==> src/hw/srsc_pkg.sv <==
// Shared constants and types for the slice ram, shift and carry block
`default_nettype none
package srsc_pkg;
    // Register byte offsets
    localparam logic [7:0] ADDR_CTRL = 8'h00;
    localparam logic [7:0] ADDR_QUAD = 8'h04;
    localparam logic [7:0] ADDR_DUAL = 8'h08;
    localparam logic [7:0] ADDR_SHIFT = 8'h0C;
    localparam logic [7:0] ADDR_CARRY = 8'h10;
    localparam logic [7:0] ADDR_STATUS = 8'h14;
    // Control field positions
    localparam int CTRL_RAM_CLK = 0;
    localparam int CTRL_RAM_INV = 1;
    localparam int CTRL_SHF_CLK = 2;
    localparam int CTRL_SHF_INV = 3;
    localparam int CTRL_RAM_WE = 4;
    localparam int CTRL_SHF_EN = 5;
    localparam int CTRL_SHF_DIN = 6;
    localparam int CTRL_SEL7_LO = 7;
    localparam int CTRL_SEL7_HI = 8;
    localparam int CTRL_SEL8 = 9;
    localparam int CTRL_CY_LSB = 10;
    localparam int CTRL_BYPASS = 12;
    localparam int CTRL_CASC_IN = 13;
    localparam int CTRL_CASC_USE = 14;
    localparam logic [31:0] CTRL_MASK = 32'h0000_7FFF;
    // Address and data field positions
    localparam int QUAD_WDATA_LSB = 20;
    localparam int DUAL_SECOND_LSB = 8;
    localparam int DUAL_DIN = 16;
    localparam int SINGLE_DIN = 17;
    localparam int SINGLE_ADDR_LSB = 24;
    localparam int CARRY_PROP_LSB = 4;
    localparam logic [31:0] QUAD_MASK = 32'h003F_FFFF;
    localparam logic [31:0] DUAL_MASK = 32'hFF03_3F3F;
    localparam logic [31:0] SHIFT_MASK = 32'h0000_001F;
    localparam logic [31:0] CARRY_MASK = 32'h0000_00FF;
    // Reset values
    localparam logic [31:0] REG_RESET = 32'h0000_0000;
    // Geometry
    localparam int QUAD_AW = 5;
    localparam int QUAD_DW = 2;
    localparam int QUAD_DEPTH = 32;
    localparam int DUAL_AW = 6;
    localparam int DUAL_DEPTH = 64;
    localparam int SINGLE_AW = 8;
    localparam int SINGLE_DEPTH = 256;
    localparam int SHIFT_AW = 5;
    localparam int SHIFT_LEN = 32;
    localparam int CARRY_W = 4;
    localparam logic [2:0] HSIZE_WORD = 3'h2;
    // First carry source
    typedef enum logic [1:0] {
        CARRY_ZERO = 2'b00,
        CARRY_ONE = 2'b01,
        CARRY_BYPASS = 2'b10,
        CARRY_SPARE = 2'b11
    } srsc_carry_init_type;
endpackage
`default_nettype wire

==> src/hw/slice_ram_shift_carry.sv <==
// Slice building blocks: distributed ram, shift units, muxes, carry chain
`timescale 1ns/100ps
`default_nettype none

module srsc_shift_unit (
    // Clocking
    input wire logic clk,
    // Shift control
    input wire logic shiftStrobe,
    input wire logic serialIn,
    input wire logic [srsc_pkg::SHIFT_AW-1:0] stageAddr,
    // Taps
    output logic addressedOut,
    output logic cascadeTapOutput
);
    logic [srsc_pkg::SHIFT_LEN-1:0] stages_ff;

    // No reset term: contents survive any initialisation
    always_ff @(posedge clk) begin
        if (shiftStrobe) begin
            stages_ff <= {stages_ff[srsc_pkg::SHIFT_LEN-2:0], serialIn};
        end
    end

    assign addressedOut = stages_ff[stageAddr];
    assign cascadeTapOutput = stages_ff[srsc_pkg::SHIFT_LEN-1];
endmodule // srsc_shift_unit

module srsc_mux_stage (
    // Data
    input wire logic dataFirst,
    input wire logic dataSecond,
    input wire logic sel,
    // Result
    output logic muxOut
);
    assign muxOut = sel ? dataSecond : dataFirst;
endmodule // srsc_mux_stage

// Notes on behaviour
// All memory ports read their own address from one shared array.
// Write stores data at write address on active edge only when enabled.
// Memory outputs follow their address; write port shows new data.
// Memories span 32 words by 2 bits to 256 words by 1 bit.
// Quad-port memory: three read-only addresses, fourth reads and writes.
// Dual-port memory: primary address reads and writes, second only reads.
// Memory and shift clocks each selectable rising or falling, rising default.
// Initialisation never alters memory or shift contents.
// Shift enable low: edge neither shifts nor loads.
// Enabled edge loads serial input at stage zero, shifts all up.
// Five-bit address picks stage 0 to 31 combinationally.
// Cascade tap always shows stage 31, updated every shift.
// Delay at addressed output equals address plus one.
// User chains 72 stages via taps, last unit address 7 or 6.
// User lowers address by one when registering the addressed output.
// Four cascaded units through slice muxes give up to 128 stages.
// Mux stage passes first input on select 0, second on 1.
// Mux stages with lookups build 8-input to 16-input selectors.
// Carry unit takes generate and propagate bits, gives sum and carry.
// First carry is zero, one, or the bypass input.
// User chains carry units by feeding top carry out to cascade in.
// Sum is propagate xor carry; carry passes on propagate, else generate.
// Cascade carry input overrides initial selection when not first.
module slice_ram_shift_carry (
    // Clock and reset
    input wire logic clk,
    input wire logic rst,
    // AHB-Lite slave
    input wire logic hsel,
    input wire logic [31:0] haddr,
    input wire logic [1:0] htrans,
    input wire logic hwrite,
    input wire logic [2:0] hsize,
    input wire logic [31:0] hwdata,
    input wire logic hready,
    output logic hreadyout,
    output logic hresp,
    output logic [31:0] hrdata
);
    logic [31:0] ctrl_ff;
    logic [31:0] quad_ff;
    logic [31:0] dual_ff;
    logic [31:0] shift_ff;
    logic [31:0] carry_ff;
    logic wrPend_ff;
    logic rdPend_ff;
    logic [7:0] dataAddr_ff;
    logic hreadyout_ff;
    logic hresp_ff;
    logic [31:0] hrdata_ff;
    logic addrPhase;
    logic ctrlWrite;
    logic [31:0] nxt_ctrl;
    logic ramEdge;
    logic shiftEdge;
    logic [31:0] statusWord;
    logic [31:0] readValue;

    // Memory arrays
    logic [srsc_pkg::QUAD_DW-1:0] quadMem [srsc_pkg::QUAD_DEPTH];
    logic dualMem [srsc_pkg::DUAL_DEPTH];
    logic singleMem [srsc_pkg::SINGLE_DEPTH];

    // Memory port fields
    logic [srsc_pkg::QUAD_AW-1:0] quadReadAddressFirst;
    logic [srsc_pkg::QUAD_AW-1:0] quadReadAddressSecond;
    logic [srsc_pkg::QUAD_AW-1:0] quadReadAddressThird;
    logic [srsc_pkg::QUAD_AW-1:0] quadWriteAddress;
    logic [srsc_pkg::QUAD_DW-1:0] quadWriteData;
    logic quadWriteEnable;
    logic [srsc_pkg::QUAD_DW-1:0] quadOutFirst;
    logic [srsc_pkg::QUAD_DW-1:0] quadOutSecond;
    logic [srsc_pkg::QUAD_DW-1:0] quadOutThird;
    logic [srsc_pkg::QUAD_DW-1:0] quadWritePortOutput;
    logic [srsc_pkg::DUAL_AW-1:0] primaryAddress;
    logic [srsc_pkg::DUAL_AW-1:0] secondReadAddress;
    logic sharedPortOutput;
    logic secondPortOutput;
    logic [srsc_pkg::SINGLE_AW-1:0] singleAddress;
    logic singleOut;

    // Shift and mux wiring
    logic [3:0] unitIn;
    logic [3:0] unitOut;
    logic [3:0] unitTap;
    logic sliceMuxStageLower;
    logic sliceMuxStageUpper;
    logic sliceMuxStageTop;

    // Carry wiring
    logic [srsc_pkg::CARRY_W-1:0] generateInputs;
    logic [srsc_pkg::CARRY_W-1:0] propagateInputs;
    logic [srsc_pkg::CARRY_W-1:0] sumBits;
    logic [srsc_pkg::CARRY_W-1:0] carryOutBits;
    logic firstCarry;
    srsc_pkg::srsc_carry_init_type initialCarrySelect;

    // Bus acceptance: only whole-word transfers are served
    assign addrPhase = hsel && htrans[1] && hready &&
                       (hsize == srsc_pkg::HSIZE_WORD);

    always_ff @(posedge clk) begin
        if (rst) begin
            wrPend_ff <= 1'b0;
            rdPend_ff <= 1'b0;
            dataAddr_ff <= 8'h00;
            hreadyout_ff <= 1'b1;
            hresp_ff <= 1'b0;
        end else begin
            wrPend_ff <= addrPhase && hwrite;
            rdPend_ff <= addrPhase && !hwrite;
            if (addrPhase) begin
                dataAddr_ff <= (haddr[31:8] == 24'h00_0000) ?
                               haddr[7:0] : 8'hFF;
            end
            // One wait state on reads so status reflects the prior write
            hreadyout_ff <= !(addrPhase && !hwrite);
            hresp_ff <= 1'b0;
        end
    end

    always_ff @(posedge clk) begin
        if (rst) begin
            hrdata_ff <= 32'h0000_0000;
        end else if (rdPend_ff) begin
            hrdata_ff <= readValue;
        end
    end

    assign hreadyout = hreadyout_ff;
    assign hresp = hresp_ff;
    assign hrdata = hrdata_ff;

    // Register writes
    assign ctrlWrite = wrPend_ff && (dataAddr_ff == srsc_pkg::ADDR_CTRL);
    assign nxt_ctrl = ctrlWrite ? (hwdata & srsc_pkg::CTRL_MASK) : ctrl_ff;

    always_ff @(posedge clk) begin
        if (rst) begin
            ctrl_ff <= srsc_pkg::REG_RESET;
        end else begin
            ctrl_ff <= nxt_ctrl;
        end
    end

    always_ff @(posedge clk) begin
        if (rst) begin
            quad_ff <= srsc_pkg::REG_RESET;
            dual_ff <= srsc_pkg::REG_RESET;
            shift_ff <= srsc_pkg::REG_RESET;
            carry_ff <= srsc_pkg::REG_RESET;
        end else if (wrPend_ff) begin
            case (dataAddr_ff)
                srsc_pkg::ADDR_QUAD: begin
                    quad_ff <= hwdata & srsc_pkg::QUAD_MASK;
                end
                srsc_pkg::ADDR_DUAL: begin
                    dual_ff <= hwdata & srsc_pkg::DUAL_MASK;
                end
                srsc_pkg::ADDR_SHIFT: begin
                    shift_ff <= hwdata & srsc_pkg::SHIFT_MASK;
                end
                srsc_pkg::ADDR_CARRY: begin
                    carry_ff <= hwdata & srsc_pkg::CARRY_MASK;
                end
                default: begin
                end
            endcase
        end
    end

    // Edge of the soft clock levels; the invert bit picks the falling edge
    assign ramEdge = ctrlWrite &&
        (nxt_ctrl[srsc_pkg::CTRL_RAM_CLK] != ctrl_ff[srsc_pkg::CTRL_RAM_CLK])
        && (nxt_ctrl[srsc_pkg::CTRL_RAM_CLK] !=
            nxt_ctrl[srsc_pkg::CTRL_RAM_INV]);
    assign shiftEdge = ctrlWrite &&
        (nxt_ctrl[srsc_pkg::CTRL_SHF_CLK] != ctrl_ff[srsc_pkg::CTRL_SHF_CLK])
        && (nxt_ctrl[srsc_pkg::CTRL_SHF_CLK] !=
            nxt_ctrl[srsc_pkg::CTRL_SHF_INV]);

    // Memory fields
    assign quadReadAddressFirst = quad_ff[4:0];
    assign quadReadAddressSecond = quad_ff[9:5];
    assign quadReadAddressThird = quad_ff[14:10];
    assign quadWriteAddress = quad_ff[19:15];
    assign quadWriteData =
        quad_ff[srsc_pkg::QUAD_WDATA_LSB +: srsc_pkg::QUAD_DW];
    assign quadWriteEnable = nxt_ctrl[srsc_pkg::CTRL_RAM_WE];
    assign primaryAddress = dual_ff[5:0];
    assign secondReadAddress =
        dual_ff[srsc_pkg::DUAL_SECOND_LSB +: srsc_pkg::DUAL_AW];
    assign singleAddress =
        dual_ff[srsc_pkg::SINGLE_ADDR_LSB +: srsc_pkg::SINGLE_AW];

    // Writes carry no reset term
    always_ff @(posedge clk) begin
        if (ramEdge && quadWriteEnable) begin
            quadMem[quadWriteAddress] <= quadWriteData;
            dualMem[primaryAddress] <= dual_ff[srsc_pkg::DUAL_DIN];
            singleMem[singleAddress] <= dual_ff[srsc_pkg::SINGLE_DIN];
        end
    end

    // Each port decodes its own address from the shared array
    assign quadOutFirst = quadMem[quadReadAddressFirst];
    assign quadOutSecond = quadMem[quadReadAddressSecond];
    assign quadOutThird = quadMem[quadReadAddressThird];
    assign quadWritePortOutput = quadMem[quadWriteAddress];
    assign sharedPortOutput = dualMem[primaryAddress];
    assign secondPortOutput = dualMem[secondReadAddress];
    assign singleOut = singleMem[singleAddress];

    // Four units chained tap to input: up to 128 stages
    assign unitIn = {unitTap[2:0], nxt_ctrl[srsc_pkg::CTRL_SHF_DIN]};

    genvar u;
    generate
        for (u = 0; u < 4; u++) begin : gUnit
            srsc_shift_unit addressable_shift_unit (
                .clk(clk),
                .shiftStrobe(shiftEdge &&
                             nxt_ctrl[srsc_pkg::CTRL_SHF_EN]),
                .serialIn(unitIn[u]),
                .stageAddr(shift_ff[srsc_pkg::SHIFT_AW-1:0]),
                .addressedOut(unitOut[u]),
                .cascadeTapOutput(unitTap[u])
            );
        end
    endgenerate

    // Seven and eight stages form the slice selector tree
    srsc_mux_stage wide_mux_stage_seven_lower (
        .dataFirst(unitOut[0]),
        .dataSecond(unitOut[1]),
        .sel(ctrl_ff[srsc_pkg::CTRL_SEL7_LO]),
        .muxOut(sliceMuxStageLower)
    );

    srsc_mux_stage wide_mux_stage_seven_upper (
        .dataFirst(unitOut[2]),
        .dataSecond(unitOut[3]),
        .sel(ctrl_ff[srsc_pkg::CTRL_SEL7_HI]),
        .muxOut(sliceMuxStageUpper)
    );

    srsc_mux_stage wide_mux_stage_eight (
        .dataFirst(sliceMuxStageLower),
        .dataSecond(sliceMuxStageUpper),
        .sel(ctrl_ff[srsc_pkg::CTRL_SEL8]),
        .muxOut(sliceMuxStageTop)
    );

    // Carry chain
    assign generateInputs = carry_ff[srsc_pkg::CARRY_W-1:0];
    assign propagateInputs =
        carry_ff[srsc_pkg::CARRY_PROP_LSB +: srsc_pkg::CARRY_W];
    assign initialCarrySelect = srsc_pkg::srsc_carry_init_type'(
        ctrl_ff[srsc_pkg::CTRL_CY_LSB +: 2]);

    always_comb begin
        if (ctrl_ff[srsc_pkg::CTRL_CASC_USE]) begin
            firstCarry = ctrl_ff[srsc_pkg::CTRL_CASC_IN];
        end else begin
            case (initialCarrySelect)
                srsc_pkg::CARRY_ZERO: firstCarry = 1'b0;
                srsc_pkg::CARRY_ONE: firstCarry = 1'b1;
                srsc_pkg::CARRY_BYPASS: begin
                    firstCarry = ctrl_ff[srsc_pkg::CTRL_BYPASS];
                end
                default: firstCarry = 1'b0;
            endcase
        end
    end

    always_comb begin
        logic c;
        c = firstCarry;
        sumBits = '0;
        carryOutBits = '0;
        for (int i = 0; i < srsc_pkg::CARRY_W; i++) begin
            sumBits[i] = propagateInputs[i] ^ c;
            carryOutBits[i] = propagateInputs[i] ? c : generateInputs[i];
            c = carryOutBits[i];
        end
    end

    // Status word shows live block state
    assign statusWord = {4'h0, carryOutBits, sumBits, 1'b0,
                         sliceMuxStageUpper, sliceMuxStageLower, unitTap[3],
                         sliceMuxStageTop, unitOut, singleOut,
                         secondPortOutput, sharedPortOutput,
                         quadWritePortOutput, quadOutThird, quadOutSecond,
                         quadOutFirst};

    always_comb begin
        case (dataAddr_ff)
            srsc_pkg::ADDR_CTRL: readValue = ctrl_ff;
            srsc_pkg::ADDR_QUAD: readValue = quad_ff;
            srsc_pkg::ADDR_DUAL: readValue = dual_ff;
            srsc_pkg::ADDR_SHIFT: readValue = shift_ff;
            srsc_pkg::ADDR_CARRY: readValue = carry_ff;
            srsc_pkg::ADDR_STATUS: readValue = statusWord;
            default: readValue = 32'h0000_0000;
        endcase
    end
endmodule // slice_ram_shift_carry

`default_nettype wire

==> config.mk <==
export PLATFORM = sky130hd
export DESIGN_NAME = slice_ram_shift_carry
export DESIGN_NICKNAME = d
export VERILOG_FILES = /design/src/hw/srsc_pkg.sv /design/src/hw/slice_ram_shift_carry.sv
export SDC_FILE = /design/constraint.sdc
export NUM_CORES = 1
export LEC_CHECK = 0
export BUFFER_PORTS_ARGS = -buffer_cell sky130_fd_sc_hd__clkbuf_2
export CAP_MARGIN = 20
export CELL_PAD_IN_SITES_DETAIL_PLACEMENT = 2
export CELL_PAD_IN_SITES_GLOBAL_PLACEMENT = 2
export CORE_MARGIN = 4
export CORE_UTILIZATION = 46
export CTS_CLUSTER_DIAMETER = 40
export DETAILED_ROUTE_END_ITERATION = 10
export PLACE_DENSITY = 0.79
export SLEW_MARGIN = 40
export SYNTH_ARGS = -nofsm -noshare
export SYNTH_HDL_FRONTEND = slang
export SYNTH_SLANG_ARGS = --single-unit
==> constraint.sdc <==
create_clock -name clk -period 33.1 [get_ports clk]
set_input_delay 8.275 -clock clk [delete_from_list [all_inputs] [get_ports clk]]
set_output_delay 8.275 -clock clk [all_outputs]
set_load 0.02 [all_outputs]
==> Word level (Yosys, flattened, before mapping) <==
Memory sizes are Yosys's and may differ from the RTL's. A register that Yosys moved wholly into a read port is not among the register bits.
Cells that the tools add are included.
{ "word_totals": {"register_bits": 243, "mem_bits_rw": 384, "input_bits": 74, "memories": 3} }
{ "memory_table": {"columns": ["name", "words", "word_bits", "rd", "rd_clocked_by_memory_dff", "write_ports", "line_no", "source"], "rows": [
  ["singleMem", 256, 1, 1, 1, 1, "slice_ram_shift_carry.sv:102", "logic singleMem [srsc_pkg::SINGLE_DEPTH];"],
  ["dualMem", 64, 1, 2, 2, 1, "slice_ram_shift_carry.sv:101", "logic dualMem [srsc_pkg::DUAL_DEPTH];"],
  ["quadMem", 32, 2, 4, 4, 1, "slice_ram_shift_carry.sv:100", "logic [srsc_pkg::QUAD_DW-1:0] quadMem [srsc_pkg::QUAD_DEPTH];"]
]} }
{ "op_classes": {"magnitude_cmp": 1, "eq_ne": 12, "n_mux": 36, "n_bitwise": 4, "reduce_logical": 20} }
{ "op_table": {"columns": ["cell", "n"], "rows": [
  ["case mux 32 bit (6 select lines)", 1],
  ["2-to-1 mux 5 bit", 8],
  ["logical NOT 24 bit", 1],
  ["2-to-1 mux 6 bit", 4],
  ["2-to-1 mux 8 bit", 3],
  ["binary-select mux 1 bit (select 5 bit)", 4],
  ["equality test 8 x 4 -> 1 bit (second input constant)", 2],
  ["equality test 8 x 5 -> 1 bit (second input constant)", 2],
  ["2-to-1 mux 1 bit", 14],
  ["logical AND 1 bit", 12],
  ["equality test 8 x 3 -> 1 bit (second input constant)", 1],
  ["logical NOT 8 bit", 1],
  ["AND reduction 2 bit", 4],
  ["2-to-1 mux 7 bit", 1],
  ["less-than comparator 5 x 6 -> 1 bit (second input constant)", 1],
  ["!= test 1 bit", 4],
  ["bitwise XOR 1 bit", 4],
  ["equality test 3 x 2 -> 1 bit (second input constant)", 1],
  ["equality test 2 x 1 -> 1 bit (second input constant)", 1],
  ["equality test 2 bit (second input constant)", 1],
  ["logical NOT 1 bit", 2],
  ["case mux 1 bit (2 select lines)", 1]
]} }

==> Logic depth before layout (Yosys ltp) <==
{ "depth": {"depth_word": 9, "depth_mapped": 11, "ltp_nobuf": 9} }

==> Hierarchy <==
Synthesis repeated with hierarchy kept, for this count alone.
{ "unflattened": {"cells_unflattened": 2177, "hier_area_um2": 29824.9} }
{ "modules_own_cells": {"columns": ["module", "n_inst", "cells_per_inst", "area_each_um2"], "rows": [
  ["slice_ram_shift_carry", 1, 1882, 24634.9],
  ["srsc_shift_unit", 4, 73, 1286.2],
  ["srsc_mux_stage", 3, 1, 15.0]
]} }

==> Worst setup path before layout <==
OpenSTA, ideal clock, no wires.
{ "synth_timing": {"path_type": "input-to-reg", "from": "input port hwdata[3]", "to": "register gUnit[0].addressable_shift_unit.stages_ff[0] in the netlist's numbering, enable pin", "setup_ns": 0.929, "arrival_ns": 20.556, "t_required_ns": 32.171, "slack_ns": 11.615, "stages": 5, "cell_sequence": "nor2_1 nand2_1 o21ai_0 nand2_1 nor4_1"} }
{ "synth_via": {"elab_chain_len": 4} }
{ "synth_rtl": {"columns": ["element", "line_no", "source"], "rows": [
  ["start: declaration", "slice_ram_shift_carry.sv:74", "input wire logic [31:0] hwdata,"],
  ["2-to-1 mux 7 bit", "slice_ram_shift_carry.sv:176", "assign nxt_ctrl = ctrlWrite ? (hwdata & srsc_pkg::CTRL_MASK) : ctrl_ff;"],
  ["!= test 1 bit", "slice_ram_shift_carry.sv:219", "&& (nxt_ctrl[srsc_pkg::CTRL_SHF_CLK] !="],
  ["logical AND 1 bit", "slice_ram_shift_carry.sv:219", null],
  ["logical AND 1 bit", "slice_ram_shift_carry.sv:262", ".shiftStrobe(shiftEdge &&"],
  ["named net gUnit[0].addressable_shift_unit.shiftStrobe", "slice_ram_shift_carry.sv:9", "input wire logic shiftStrobe,"],
  ["end signal: assignment", "slice_ram_shift_carry.sv:21", "stages_ff <= {stages_ff[srsc_pkg::SHIFT_LEN-2:0], serialIn};"],
  ["end: declaration", "slice_ram_shift_carry.sv:16", "logic [srsc_pkg::SHIFT_LEN-1:0] stages_ff;"]
]} }
The timed path passes the listed nets, and every way through them passes these cells.
A chain may end at the register's enable or synchronous reset.

==> Worst setup path in the final report <==
{ "layout_timing": {"from": "input port hwdata[0]", "to": "memory singleMem[184], enable pin"} }
{ "layout_via": {"elab_chain_len": 7, "word_cells_on_any_way": 8, "classes_between": "2 x eq/ne; 3 x mux; 3 x reduce/logical"} }
{ "layout_rtl": {"columns": ["element", "line_no", "source"], "rows": [
  ["2-to-1 mux 7 bit *", "slice_ram_shift_carry.sv:176", null],
  ["!= test 1 bit", "slice_ram_shift_carry.sv:214", "(nxt_ctrl[srsc_pkg::CTRL_RAM_CLK] != ctrl_ff[srsc_pkg::CTRL_RAM_CLK])"],
  ["logical AND 1 bit", "slice_ram_shift_carry.sv:213", "assign ramEdge = ctrlWrite &&"],
  ["logical AND 1 bit *", "slice_ram_shift_carry.sv:215", "&& (nxt_ctrl[srsc_pkg::CTRL_RAM_CLK] !="],
  ["logical AND 1 bit *", "slice_ram_shift_carry.sv:238", "if (ramEdge && quadWriteEnable) begin"],
  ["2-to-1 mux 1 bit *", "slice_ram_shift_carry.sv:238", null],
  ["2-to-1 mux 1 bit (not written as such) *", "slice_ram_shift_carry.sv:241", "singleMem[singleAddress] <= dual_ff[srsc_pkg::SINGLE_DIN];"],
  ["end: declaration", "slice_ram_shift_carry.sv:102", null]
]} }
Mark *: on every way between the ends. The rest lies on a longest branch, timed or not.

==> flow_summary_export.csv <==
group,metric,value,unit
logic_synthesis,syn-cell-area,29600,sq um
drt,route.detailed.drc,0,
clock_tree,cts_sinks,667,
floorplanning,io_pins,108,
sta,report.final.slew_viol_count,0,
clock_tree,root_buffer,"clkbuf_16",
setup_path,path_class,"input pin to flop",
floorplanning,die_width,262,um
place,placed_area,30800,sq um
global_routing,antenna_found_initial,3,
logic_synthesis,synth_edf_count,512,
finish,seqCellArea,18500,sq um
sta,finClkSkew,0.0493,ns
clock_tree,clock_latency,0.69,ns
global_routing,grt_pass1_vias,22386,
status,status,"finished clean",
logic_synthesis,yosysWarnings,0,
finish,nets,2297,
sta,post-route-period-util,0.322,
clock_tree,holdBufCountCts,0,
floorplanning,die_area,68500,sq um
logic_synthesis,yosysTopAreaCell,"edfxtp_1",
job,cap_viol_max_count,0,
finish,multi_input_area,10500,sq um
drt,vias_per_cell,6.43,
finish,area_growth,17.5,%
logic_synthesis,async_flop_share,0,
hold_path,hp-class,"flop to flop",
sta,finalSetupViolCount,0,
logic_synthesis,yosys-top-cells-count,"edfxtp_1, nor2_1, nand2_1",
logic_synthesis,ys_seq_elements,667,
global_routing,track_usage,0.307,
finish,drive_gt1_frac,0.255,
setup_path,required,33.45,ns
setup_path,crit_fanout,25,
floorplanning,fp.dieH,262,um
clock_tree,clockBufferDepth,3,
sta,relSlewSlack,0.420,
sta,finalHoldViolations,0,
global_routing,grt_max_degree,141,
setup_path,r2r-end,"singleMem[184]",
setup_path,setup.worst_path.end_class,"flop",
logic_synthesis,seq_area_frac_synth,0.624,
logic_synthesis,synth_top_area_share,0.519,
finish,fin_area,34800,sq um
drt,num_vias,20308,
sta,fin_tns_setup,0,ns
clock_tree,cts_tree,"yes",
sta,rsz0062_at_grt,"false",
global_routing,grt_pass1_wl,155,mm
clock_tree,post-cts-setup-buffers,0,
logic_synthesis,syn_inst,2141,
logic_synthesis,synth_nets,2217,
logic_synthesis,synth.area.top_cells,"edfxtp_1, mux4_2, dfxtp_1",
power,powerDensity,61.5,nW/um^2
power,peakVddDrop,56.1,uV
floorplanning,coreArea,63400,sq um
clock_tree,post_cts_resized,0,
sta,finalCriticalPeriod,10.67,ns
sta,max_freq,93.7,MHz
place,io_buffers,103,
floorplanning,placementRows,92,
drt,ant_nets,0,
setup_path,cp-start-kind,"input pin",
setup_path,arrival,11.03,ns
sta,worstMarginPinSlew,0.868,ns
clock_tree,cts_buffers,106,
drt,firstDrtPassIters,5,
drt,drt_iter0_drc,2125,
drt,finalWirelength,105,mm
clock_tree,clk_pin_slew,0.06,ns
logic_synthesis,ys.flop_type,"edfxtp_1",
setup_path,r2r_start,"dataAddr_ff[5]",
setup_path,crit_start,"hwdata[0]",
floorplanning,initial_core_util,0.467,
power,leakagePower,11.0,nW
logic_synthesis,synth.most_common_cell,"edfxtp_1",
global_routing,grt_overflow_total,0,
place,place.gp.congestion,0.832,
place,hpwlAfterDp,61.2,mm
finish,n_fill_cell,5657,
setup_path,rrSetupSlack,28.97,ns
finish,antenna-diode-count,0,
setup_path,reg2reg_depth,6,
clock_tree,cts.htree.levels,3,
setup_path,crit_end,"singleMem[184]",
logic_synthesis,yosysUniqueCellTypes,73,
drt,wl_per_cell,33.3,um
logic_synthesis,synth.avg_cell_area,13.8,sq um
## critical path, cell delays in order
cell and delay [ns]:
clkbuf_2 0.26, nor3b_1 0.28, o21ai_0 0.19, nor4_4 0.17
buf_4 0.56, nand4_1 0.78, nor2_1 0.48
## registers in the layout, summed over array words and instances (netlist names), named ones only
name	flops
singleMem	256
gUnit.addressable_shift_unit.stages_ff	128
dualMem	64
quadMem	64
hrdata	32
dual_ff	22
quad_ff	22
ctrl_ff	15
carry_ff	8
dataAddr_ff	8
shift_ff	5
hreadyout	1
rdPend_ff	1
wrPend_ff	1
## routing by layer
metal	GRT usage	up-vias	part of all wire
li1	-	8338	-
met1	0.387	10781	0.39
met2	0.527	938	0.51
met3	0.0674	249	0.072
met4	0.107	2	0.036
met5	0	-	0.000067
## stage by stage
stage          setup slack, ns  power [W]  utilization  instances  hold WS [ns]
5_1_grt                  22.31    0.00219        0.549       3160         0.472
3_3_place_gp             22.14   0.000920        0.484       2958         0.427
4_1_cts                  22.41    0.00215        0.548       3160         0.452
6_report                 22.43    0.00214        0.549       3160         0.453
3_5_place_dp             22.02   0.000920        0.486       2959         0.437
2_1_floorplan            11.62   0.000911            -       2141         0.421
## cells in the final DEF, fill, tap and decap left out, types with 19 or more instances in the layout
cell / count
a21oi_1: 90
a221oi_1: 34
a22oi_1: 19
buf_4: 28
bufinv_16: 19
clkbuf_16: 108
clkbuf_2: 102
dfxtp_1: 141
edfxtp_1: 512
mux2_2: 21
mux2i_1: 90
mux4_2: 182
nand2_1: 181
nand3_1: 32
nor2_1: 414
o21ai_0: 27
## worst min path at each step
stage                                                                to  cells after the start                                     startpoint  slack, ns
after floorplan           gUnit[0].addressable_shift_unit.stages_ff[13]                      0  gUnit[0].addressable_shift_unit.stages_ff[12]       0.42
after CTS                 gUnit[1].addressable_shift_unit.stages_ff[14]                      0  gUnit[1].addressable_shift_unit.stages_ff[13]       0.45
after global placement    gUnit[1].addressable_shift_unit.stages_ff[27]                      0  gUnit[1].addressable_shift_unit.stages_ff[26]       0.43
final                     gUnit[0].addressable_shift_unit.stages_ff[27]                      0  gUnit[0].addressable_shift_unit.stages_ff[26]       0.45
after global routing      gUnit[1].addressable_shift_unit.stages_ff[14]                      0  gUnit[1].addressable_shift_unit.stages_ff[13]       0.47
after detailed placement   gUnit[0].addressable_shift_unit.stages_ff[9]                      0   gUnit[0].addressable_shift_unit.stages_ff[8]       0.44
## report_power, final
part	switching (W)	internal [W]	total, W
clock	0.000454	0.000780	0.00123
sequential	0.000000276	0.000889	0.000890
combinational	0.00000991	0.00000424	0.0000142
## cells by family after synthesis
kind of cell,share of synthesized area
xor+xnor,0.00118
simple gates,0.118
other cells,0.000127
flops,0.624
buf+inv,0.0260
compound gates,0.0530
mux,0.177
fa+ha+maj,0.000845
## cell type report
class / instances / area share
Clock buffer: 126 / 0.0828
Clock inverter: 75 / 0.0307
Inverter: 11 / 0.00119
Multi-Input combinational cell: 1300 / 0.300
Sequential cell: 667 / 0.532
Tap cell: 846 / 0.0304
Timing Repair Buffer: 135 / 0.0227
(Power assumes the default switching activity.)
